==> config.mk <==
export PLATFORM = sky130hd
export DESIGN_NAME = tpg_top
export DESIGN_NICKNAME = d
export VERILOG_FILES = /design/src/include/tpg_pkg.sv /design/src/tpg_top.sv
export SDC_FILE = /design/constraint.sdc
export NUM_CORES = 1
export LEC_CHECK = 0
export BUFFER_PORTS_ARGS = -buffer_cell sky130_fd_sc_hd__buf_2
export CORE_MARGIN = 10
export CORE_UTILIZATION = 40
export DETAILED_ROUTE_END_ITERATION = 12
export PLACE_DENSITY = 0.69
export SYNTH_ARGS = -nofsm -noshare
export SYNTH_HDL_FRONTEND = slang
export SYNTH_SLANG_ARGS = --single-unit
==> constraint.sdc <==
create_clock -name pclk -period 4.8 [get_ports pclk]
set_input_delay 0.48 -clock pclk [delete_from_list [all_inputs] [get_ports pclk]]
set_output_delay 0.48 -clock pclk [all_outputs]
set_load 0.1 [all_outputs]
==> src/include/tpg_pkg.sv <==
// Purpose: Constants for the timer/pulse generator
// Assumes: APB with 32-bit data, one register per aligned word
// Notes: Offsets are local choices
package tpg_pkg;
    localparam logic [11:0] TPG_OFF_MODE = 12'h000;
    localparam logic [11:0] TPG_OFF_MODULO_HIGH_VALUE = 12'h004;
    localparam logic [11:0] TPG_OFF_MODULO_LOW_VALUE = 12'h008;
    localparam logic [11:0] TPG_OFF_STAT = 12'h00c;
    // Mode control bit positions
    localparam int TPG_B_MODE = 0;
    localparam int TPG_B_RUN = 1;
    localparam int TPG_B_RLD = 3;
    localparam int TPG_B_LAT = 4;
    localparam int TPG_B_STY = 5;
    localparam int TPG_B_DRV = 7;
    localparam logic [7:0] TPG_MODE_RST = 8'h00;
    localparam logic [7:0] TPG_MODULO_HIGH_VALUE_RST = 8'h00;
    localparam logic [7:0] TPG_MODULO_LOW_VALUE_RST = 8'h00;
    localparam logic [7:0] TPG_MODE_MASK = 8'hbb;
    // PWM periods as powers of two of fx
    localparam int TPG_BASIC_LOG2 = 10;
    localparam int TPG_SEC_LOG2 = 15;
    localparam int TPG_LATCH_W = 14;
    localparam logic [7:0] TPG_PRE_256 = 8'hff;
    localparam logic [7:0] TPG_PRE_128 = 8'h7f;
    localparam logic [7:0] TPG_PRE_64 = 8'h3f;
    localparam logic [7:0] TPG_PRE_32 = 8'h1f;
    localparam logic [7:0] TPG_PRE_16 = 8'h0f;
endpackage

==> src/tpg_top.sv <==
// Purpose: Timer/pulse generator with 8-bit timer and 14-bit PWM modes
// Assumes: pclk is fx; registers reached over APB, zero wait states
// Notes: Pulse pin is a two-signal tristate, enable active low
`timescale 1ns/1ps
module tpg_top (
    // APB
    input wire logic pclk,
    input wire logic presetn,
    input wire logic psel,
    input wire logic penable,
    input wire logic pwrite,
    input wire logic [11:0] paddr,
    input wire logic [31:0] pwdata,
    output logic [31:0] prdata,
    output logic pready,
    output logic pslverr,
    // Pulse pin
    output logic pulse_pin_o,
    output logic pulse_pin_oe_n,
    // Event
    output logic generator_interrupt_signal
);
    import tpg_pkg::*;

    logic [7:0] mode_r, mode_nxt;
    logic [7:0] modulo_high_value_r, modulo_high_value_nxt;
    logic [7:0] modulo_low_value_r, modulo_low_value_nxt;
    logic [13:0] latch_r, latch_nxt;
    logic [13:0] act_r, act_nxt;
    logic [14:0] cnt_r, cnt_nxt;
    logic [7:0] pre_r, pre_nxt;
    logic [7:0] tcnt_r, tcnt_nxt;
    logic sq_r, sq_nxt;
    logic run_d_r, run_d_nxt;
    logic flag_r, flag_nxt;
    logic [31:0] prdata_nxt;
    logic pin_r, pin_nxt;
    logic oen_r, oen_nxt;
    logic irq_r, irq_nxt;
    logic wr, rd, tick, match, pwm_lo, evt;
    logic [7:0] pre_lim;
    logic [9:0] phase;
    logic [4:0] slot;
    logic [3:0] fine;

    wire mode_tmr = mode_r[TPG_B_MODE];
    wire run = mode_r[TPG_B_RUN];
    wire rld = mode_r[TPG_B_RLD];

    assign wr = psel && penable && pwrite;
    assign rd = psel && !penable && !pwrite;

    // Prescaler limit from one-hot code; an illegal code falls to fx/16
    always_comb begin
        case (modulo_low_value_r[6:2])
            5'b00001: pre_lim = TPG_PRE_256;
            5'b00010: pre_lim = TPG_PRE_128;
            5'b00100: pre_lim = TPG_PRE_64;
            5'b01000: pre_lim = TPG_PRE_32;
            default: pre_lim = TPG_PRE_16;
        endcase
    end

    assign tick = (pre_r == pre_lim);
    assign match = tick && (tcnt_r == modulo_high_value_r);

    // PWM: 10-bit phase within basic period, low 4 bits of the 5-bit slot select
    // which basic periods stretch by one cycle (spread low time)
    assign phase = cnt_r[9:0];
    assign slot = cnt_r[14:10];
    assign fine = {slot[0], slot[1], slot[2], slot[3]};
    always_comb begin
        pwm_lo = (phase < {2'b00, act_r[13:6]} * 10'd4
                  + {8'h00, act_r[5:4]}
                  + ((fine < act_r[3:0]) ? 10'd1 : 10'd0));
    end

    // Registers and bus
    always_comb begin
        mode_nxt = mode_r;
        modulo_high_value_nxt = modulo_high_value_r;
        modulo_low_value_nxt = modulo_low_value_r;
        prdata_nxt = prdata;
        if (wr) begin
            case (paddr)
                TPG_OFF_MODE: mode_nxt = pwdata[7:0] & TPG_MODE_MASK;
                TPG_OFF_MODULO_HIGH_VALUE: modulo_high_value_nxt = pwdata[7:0];
                TPG_OFF_MODULO_LOW_VALUE: modulo_low_value_nxt = pwdata[7:0];
                default: mode_nxt = mode_r;
            endcase
        end
        if (rd) begin
            case (paddr)
                TPG_OFF_MODE: prdata_nxt = {24'h0, mode_r};
                TPG_OFF_MODULO_HIGH_VALUE: prdata_nxt = {24'h0, modulo_high_value_r};
                TPG_OFF_MODULO_LOW_VALUE: prdata_nxt = {24'h0, modulo_low_value_r[7:2], 2'b00};
                TPG_OFF_STAT: prdata_nxt = {16'h0, sq_r, flag_r, latch_r[13:0]};
                default: prdata_nxt = 32'h0;
            endcase
        end
    end

    // Counters, latch, flag
    always_comb begin
        latch_nxt = latch_r;
        act_nxt = act_r;
        cnt_nxt = cnt_r;
        pre_nxt = pre_r;
        tcnt_nxt = tcnt_r;
        sq_nxt = sq_r;
        flag_nxt = flag_r;
        run_d_nxt = run;
        evt = 1'b0;
        if (rld)
            latch_nxt = {modulo_high_value_r, modulo_low_value_r[7:2]};
        if (!run) begin
            cnt_nxt = 15'h0;
            pre_nxt = 8'h00;
            tcnt_nxt = 8'h00;
        end else if (mode_tmr) begin
            if (!run_d_r) begin
                pre_nxt = 8'h00;
                tcnt_nxt = 8'h00;
            end else begin
                pre_nxt = tick ? 8'h00 : pre_r + 8'h01;
                if (match) begin
                    tcnt_nxt = 8'h00;
                    sq_nxt = !sq_r;
                    evt = 1'b1;
                end else if (tick) begin
                    tcnt_nxt = tcnt_r + 8'h01;
                end
            end
        end else begin
            cnt_nxt = cnt_r + 15'h1;
            if (&cnt_r)
                evt = 1'b1;
            if (&phase)
                act_nxt = latch_r;
        end
        // Event wins over software write-clear
        if (wr && paddr == TPG_OFF_STAT && pwdata[0])
            flag_nxt = 1'b0;
        if (evt)
            flag_nxt = 1'b1;
    end

    // Pin
    always_comb begin
        oen_nxt = !mode_r[TPG_B_DRV];
        if (!mode_r[TPG_B_STY])
            pin_nxt = mode_r[TPG_B_LAT];
        else if (mode_tmr)
            pin_nxt = sq_r;
        else
            pin_nxt = !(run && pwm_lo);
        irq_nxt = evt;
    end

    always_ff @(posedge pclk or negedge presetn) begin
        if (!presetn) begin
            mode_r <= TPG_MODE_RST;
            modulo_high_value_r <= TPG_MODULO_HIGH_VALUE_RST;
            modulo_low_value_r <= TPG_MODULO_LOW_VALUE_RST;
            latch_r <= 14'h0;
            act_r <= 14'h0;
            cnt_r <= 15'h0;
            pre_r <= 8'h00;
            tcnt_r <= 8'h00;
            sq_r <= 1'b0;
            run_d_r <= 1'b0;
            flag_r <= 1'b0;
            prdata <= 32'h0;
            pin_r <= 1'b0;
            oen_r <= 1'b1;
            irq_r <= 1'b0;
        end else begin
            mode_r <= mode_nxt;
            modulo_high_value_r <= modulo_high_value_nxt;
            modulo_low_value_r <= modulo_low_value_nxt;
            latch_r <= latch_nxt;
            act_r <= act_nxt;
            cnt_r <= cnt_nxt;
            pre_r <= pre_nxt;
            tcnt_r <= tcnt_nxt;
            sq_r <= sq_nxt;
            run_d_r <= run_d_nxt;
            flag_r <= flag_nxt;
            prdata <= prdata_nxt;
            pin_r <= pin_nxt;
            oen_r <= oen_nxt;
            irq_r <= irq_nxt;
        end
    end

    assign pready = 1'b1;
    assign pslverr = 1'b0;
    assign pulse_pin_o = pin_r;
    assign pulse_pin_oe_n = oen_r;
    assign generator_interrupt_signal = irq_r;

    // Checks
    property p_float;
        @(posedge pclk) disable iff (!presetn)
        !mode_r[TPG_B_DRV] |=> pulse_pin_oe_n;
    endproperty
    a_float: assert property (p_float) else $error("pin not floated");
    property p_static;
        @(posedge pclk) disable iff (!presetn)
        !mode_r[TPG_B_STY] |=> pulse_pin_o == $past(mode_r[TPG_B_LAT]);
    endproperty
    a_static: assert property (p_static) else $error("static level");
    property p_pwm_evt;
        @(posedge pclk) disable iff (!presetn)
        (run && !mode_tmr && &cnt_r) |=> flag_r && generator_interrupt_signal;
    endproperty
    a_pwm_evt: assert property (p_pwm_evt) else $error("pwm irq");
    property p_stop;
        @(posedge pclk) disable iff (!presetn)
        !run |=> cnt_r == 15'h0 && tcnt_r == 8'h00;
    endproperty
    a_stop: assert property (p_stop) else $error("not stopped");
    property p_reload;
        @(posedge pclk) disable iff (!presetn)
        !rld |=> latch_r == $past(latch_r);
    endproperty
    a_reload: assert property (p_reload) else $error("reload leak");
    property p_match;
        @(posedge pclk) disable iff (!presetn)
        (run && run_d_r && mode_tmr && match) |=> sq_r != $past(sq_r)
            && tcnt_r == 8'h00;
    endproperty
    a_match: assert property (p_match) else $error("match");
    property p_act;
        @(posedge pclk) disable iff (!presetn)
        (run && !mode_tmr && !(&phase)) |=> act_r == $past(act_r);
    endproperty
    a_act: assert property (p_act) else $error("mid-period update");
    property p_start;
        @(posedge pclk) disable iff (!presetn)
        (mode_tmr && run && !run_d_r) |=> pre_r == 8'h00 && tcnt_r == 8'h00;
    endproperty
    a_start: assert property (p_start) else $error("start");
    property p_flag;
        @(posedge pclk) disable iff (!presetn)
        evt |=> flag_r;
    endproperty
    a_flag: assert property (p_flag) else $error("flag not set");
    // Shortest interval is 16 cycles, so the pulse never runs on
    property p_irq_pulse;
        @(posedge pclk) disable iff (!presetn)
        generator_interrupt_signal |=> !generator_interrupt_signal;
    endproperty
    a_irq_pulse: assert property (p_irq_pulse) else $error("irq width");
    property p_prescale;
        @(posedge pclk) disable iff (!presetn)
        (run && run_d_r && mode_tmr && tick) |=> pre_r == 8'h00;
    endproperty
    a_prescale: assert property (p_prescale) else $error("prescale");
    property p_modulo_low_value_rd;
        @(posedge pclk) disable iff (!presetn)
        (rd && paddr == TPG_OFF_MODULO_LOW_VALUE) |=> prdata[1:0] == 2'b00;
    endproperty
    a_modulo_low_value_rd: assert property (p_modulo_low_value_rd) else $error("modulo_low_value low bits");
    property p_pwm_idle;
        @(posedge pclk) disable iff (!presetn)
        (mode_r[TPG_B_STY] && !mode_tmr && !run) |=> pulse_pin_o;
    endproperty
    a_pwm_idle: assert property (p_pwm_idle) else $error("pwm idle");
    property p_square;
        @(posedge pclk) disable iff (!presetn)
        (mode_r[TPG_B_STY] && mode_tmr) |=> pulse_pin_o == $past(sq_r);
    endproperty
    a_square: assert property (p_square) else $error("square out");
endmodule

# Word level (Yosys, flattened, before mapping)
# Cells that the tools add are included.
# Widths: inputs -> output; s select.
# word_totals
output_inout_bits	37
ff_bits	119
# op_classes
n_eq_ne	12
add_sub_neg	5
n_mux	23
n_bitwise	1
reduce_logical	22
n_lt_le_gt_ge	2
# ops
op	count
$mux 8	9
$pmux 16 s4	1
$pmux 8 s4	1
$mux 15	2
$eq 12x4->1 const B	2
$add 8x1->8 const B	2
$eq 8x8->1	2
$add 15x1->15 const B	1
$reduce_and 15->1	1
$eq 12x3->1 const B	1
$logic_not 12->1	1
$reduce_and 12->1	1
$add 10x1->10	1
$add 10x2->10	1
$lt 10x10->1	1
$mux 1	10
$logic_and 1x1->1	8
$reduce_and 2->1	4
$eq 5x1->1 const B	1
$eq 5x2->1 const B	1
$eq 5x3->1 const B	1
$eq 5x4->1 const B	1
$logic_not 1->1	5
$lt 4x4->1	1
other kinds (5)	6

# Longest topological paths before layout
# logic_depth
ltp_word	9
depth_mapped	16

# Worst setup path before layout
# No wires, ideal clock.
# synth_timing
path_type	register -> register
startpoint	register cnt_r[12]
endpoint	register pin_r (netlist: pulse_pin_o)
period_less_slack_ns	2.774
path_stages_with_launch	15
slack_ns	2.026
n_path_buf	0
t_arrival_ns	2.647
cell_sequence	dfrtp_1 ha_1 a21o_1 a21o_1 a21oi_1 ha_1 ha_1 nand3_1 xor2_1 ha_1 nor2b_1 o21ai_0 nand4b_1 a41oi_1 a211oi_1
# synth_between
elab_chain_cells	8
# synth_rtl
element	line_no	text
start, declared	tpg_top.sv:30	logic [14:0] cnt_r, cnt_nxt;
start signal, assigned	tpg_top.sv:183	cnt_r <= cnt_nxt;
$lt 4x4->1	tpg_top.sv:75	+ ((fine < act_r[3:0]) ? 10'd1 : 10'd0));
$mux 1	tpg_top.sv:75	
$add 10x1->10	tpg_top.sv:75	
$lt 10x10->1	tpg_top.sv:73	pwm_lo = (phase < {2'b00, act_r[13:6]} * 10'd4
$logic_and 1x1->1	tpg_top.sv:156	pin_nxt = !(run && pwm_lo);
$logic_not 1->1	tpg_top.sv:156	
$mux 1	tpg_top.sv:153	else if (mode_tmr)
$mux 1	tpg_top.sv:151	if (!mode_r[TPG_B_STY])
net pin_nxt	tpg_top.sv:37	logic pin_r, pin_nxt;
end signal, assigned	tpg_top.sv:190	pin_r <= pin_nxt;
end, declared	tpg_top.sv:37	
# The timed path passes the listed nets, and every way through them passes these cells.
# A chain may end at the register's enable or synchronous reset.

# Final worst setup path
# Same ends and word-level chain as after synthesis.

==> results.md <==
* Crit path kind: reg2reg
* Post-synthesis instance area at 0.005310 mm²
* Placer congestion estimate at 0.8227
* Post-DP HPWL at ~8500 µm
* TritonCTS clock tree: done
* Worst r2r path cells at 14
* Number of hold violations in the final report at 0
* Input/output buffers at 43
* Synth area leader: dfrtp_1
* Post-Synth Adder-Cell Area at 4.006%
* Unrepaired setup endpoints after global routing: false
* Simple-Gate Fraction of Synth Area at 15.39%
* Synth Area in Compound Gates at 8.624%
* GRT Total Usage at 13.12%
* CTS Buffer Depth at 2
* Clock Latency Late Sink at 350 ps
* Clk sink count at 101
* Startpoint Class: flop
* Ant diodes at 0
* Total number of vias at 3712
* Worst-path maximum fanout at 5
* Top area cells in the synthesized netlist: dfrtp_1, mux2_2, ha_1
* Rows at 42
* Slowest cell on crit path: dfrtp_1
* Main combinational cell family by area after synthesis: simple AND/OR/NAND/NOR gates
* H-tree levels at 3
* #FFs+latches synth at a little over 100
* WL final at 11640 µm
* Post-route DRC at 0
* Total CTS buffers at 9
* Layout cell share with drive strength beyond 1 at 23.18%
* CTS root buf: clkbuf_16
* Setup_tns at 0 ps
* Period utilisation layout at about two thirds
* Antenna Violating Nets Remaining at 0
* Initial core utilization at between 40% and 50%
* Metal3 WL at 936 µm
* Area delta synth->final at 10.89%
* Routed wire length per instance at 16.67 µm
* Die area at ~0.018 mm²
* Mux cell area share after synthesis at between 10% and 20%
* Ports at 86
* Crit path cell chain: ha_1 > a21o_1 > a21o_1 > a21oi_1 > ha_1 > ha_1 > nand3_1 > xor2_1 > ha_1 > nor2b_1 > o21ai_0 > nand4b_1 > a41oi_1 > a211oi_1
* Top cell type's share of synthesized area at a little under half
* First drt pass iteration count at 4
* Pwr Density at 280.8 mW/mm²
* Vias/cell at approximately 5.3
* Synth Warn # at 0
* Slowest stage delay, CP at 410 ps
* Primary FF master, synth: dfrtp_1
* Crit path arrival time at roughly 3400 ps
* Core area at 0.01314 mm²
* First-pass GRT wire length at a little under 20000 µm
* Initial drt markers at 342
* Fmax at 320.2 MHz
* CTS hold repair buffers at 0
* RR Endpoint: pulse_pin_o
* Final #Nets at around 600
* Max_slew headroom at 25.21%
* Distinct cell type count after synthesis at 56
* Final min period at 3123 ps
* Run status: finished, final reports clean
* Worst hold slack at around 220 ps
* Worst vdd ir at 0.2012 mV
* Clock-pin slew on the worst setup and hold paths at 70 ps
* Clock Skew at between 7 and 8 ps
* Met2 wire len at 5607 µm
* Largest net degree at the start of global routing at 64
* Hold Path Class: in2async
* Reg-to-Reg Start: cnt_r[12]
* R2R setup slack at 1680 ps
* Die width at 135.2 µm
* CP Data Required Time at 5030 ps
* Max-Cap Viols at 0
* CP dominant cell by count: ha_1
* Post-synth EDFFs at 0
* Vias in the first global route at 3847
* Synth Instances at about 480
* Sequential area share after synthesis at between 40% and 50%
* Critical Path Sink Type: flop
* Fin. max-slew vios at 0
* Post-synthesis async set-or-reset flop share at 100.0%
* Worst-margin pin slew at 1112 ps
* Mean post-synth cell area at ~11 µm²
* Post-Synth XOR/XNOR Area at under 10%
* Met1 Wirelength at between 4000 and 5000 µm
* Lkg Pwr at 2.701 nW
* Initial antenna violation count at 0
* Vert. Die Dim at 135.2 µm
* DR top layer: met4
* Setup violations, final at 0
* Remaining global-route overflow at 0
* Post-CTS Setup Repair Bufs at 0
* CTS resizes at 0
metrics by stage:
stage | area [µm²] | instances | utilization [%] | worst slack (ps) | total power, mW
after global routing | 5888 | 698 | 44.82 | 1459 | 1.707
after global placement | 5605 | 682 | 42.67 | 1752 | 0.9687
after floorplan | 5370 | 498 | - | 2026 | 0.9510
after detailed placement | 5605 | 682 | 42.67 | 1685 | 0.9700
after CTS | 5888 | 698 | 44.82 | 1676 | 1.666
final | 5888 | 698 | 44.82 | 1677 | 1.654
synthesized netlist by cell type (3+ instances only):
master and n:
nor4b_1 3, o21ai_0 15, a31oi_1 6, a21oi_1 9, inv_1 10, nor2b_1 8, clkbuf_1 11, nand2b_1 4
o31ai_1 5, nor2_1 23, ha_1 17, nor3_1 7, a21o_1 4, nor4_1 5, nand4_1 8, mux4_2 3
nand3_1 22, mux2i_1 5, and2_1 13, a22o_1 9, xnor2_1 24, xor2_1 15, and3_1 4, nand2_1 39
buf_2 6, dfrtp_1 100, mux2_2 47, nand3b_1 3, o22ai_1 3, buf_4 19, nand4b_1 3
how the worst max path moves through the flow:
| stage | start | end | cells after the start |
|---|---|---|---|
| 6_report | cnt_r[12] | pulse_pin_o | 14 |
| 5_1_grt | cnt_r[12] | pulse_pin_o | 14 |
| 4_1_cts | cnt_r[12] | pulse_pin_o | 14 |
| 3_5_place_dp | cnt_r[12] | pulse_pin_o | 14 |
| 3_3_place_gp | cnt_r[12] | pulse_pin_o | 14 |
| 2_1_floorplan | cnt_r[12] | pulse_pin_o | 14 |
flip-flops by register name, summed over array words and instances (netlist names), 6 cells and up:
| register | count |
|---|---|
| prdata | 16 |
| tcnt_r | 8 |
| modulo_high_value_r | 8 |
| latch_r | 14 |
| modulo_low_value_r | 6 |
| act_r | 14 |
| pre_r | 8 |
| mode_r | 6 |
| cnt_r | 15 |
report_power, final:
part	switching, mW	internal (mW)	total, mW	leakage (nW)
Sequential	0.000609	0.851	0.851	1.40
Clock	0.341	0.360	0.701	0.141
Combinational	0.0902	0.0115	0.102	1.16
Total	0.431	1.22	1.65	2.70
area by class of cell:
| cell class | count | area [µm²] |
|---|---|---|
| sequential | 101 | 2529 |
| fill | 1240 | 7249 |
| timing repair buffer | 45 | 232.7 |
| clock buffer | 9 | 225.2 |
| clock inverter | 7 | 57.56 |
| multi-input combinational | 350 | 2586 |
| tap | 176 | 220.2 |
| inverter | 10 | 37.54 |
per-layer routing:
| layer | up-vias | GRT usage (%) |
|---|---|---|
| met2 | 107 | 21.19 |
| met1 | 1841 | 16.15 |
| met5 | - | 0 |
| met3 | 11 | 4.748 |
| met4 | 0 | 3.708 |
| li1 | 1753 | - |
critical path, delay by kind of cell, from the launching register on:
kind                     cells  cell delay, ps
flip-flops                   1             410
AND/OR/NAND/NOR              3             370
AO/OA/AOI/OAI                6             990
XOR/XNOR                     1             160
adder cells (fa/ha/maj)      4            1070
layout by cell type, fill, tap and decap left out, drive strengths merged, types with 6 or more instances in the layout:
| cell type | n |
|---|---|
| ha | 17 |
| inv | 14 |
| xor2 | 16 |
| dfrtp | 100 |
| xnor2 | 24 |
| nor3 | 9 |
| buf | 45 |
| mux2 | 47 |
| and2 | 13 |
| a31oi | 6 |
| nor2b | 9 |
| a22o | 9 |
| nor4 | 6 |
| o31ai | 6 |
| conb | 18 |
| nand3 | 22 |
| clkbuf | 9 |
| o21ai | 15 |
| nor2 | 23 |
| a21oi | 10 |
| nand4 | 8 |
| nand2 | 39 |
kinds of logic (layout without fill, tap and decap cells):
logic type,count (synthesis),count (layout)
AND/OR/NAND/NOR,153,153
flip-flops,101,101
AO/OA/AOI/OAI,66,66
multiplexers,56,56
buffers and inverters,47,71
XOR/XNOR,40,40
adder cells (fa/ha/maj),17,17
other,2,18
No activity file was read; power rests on OpenSTA's default activity.
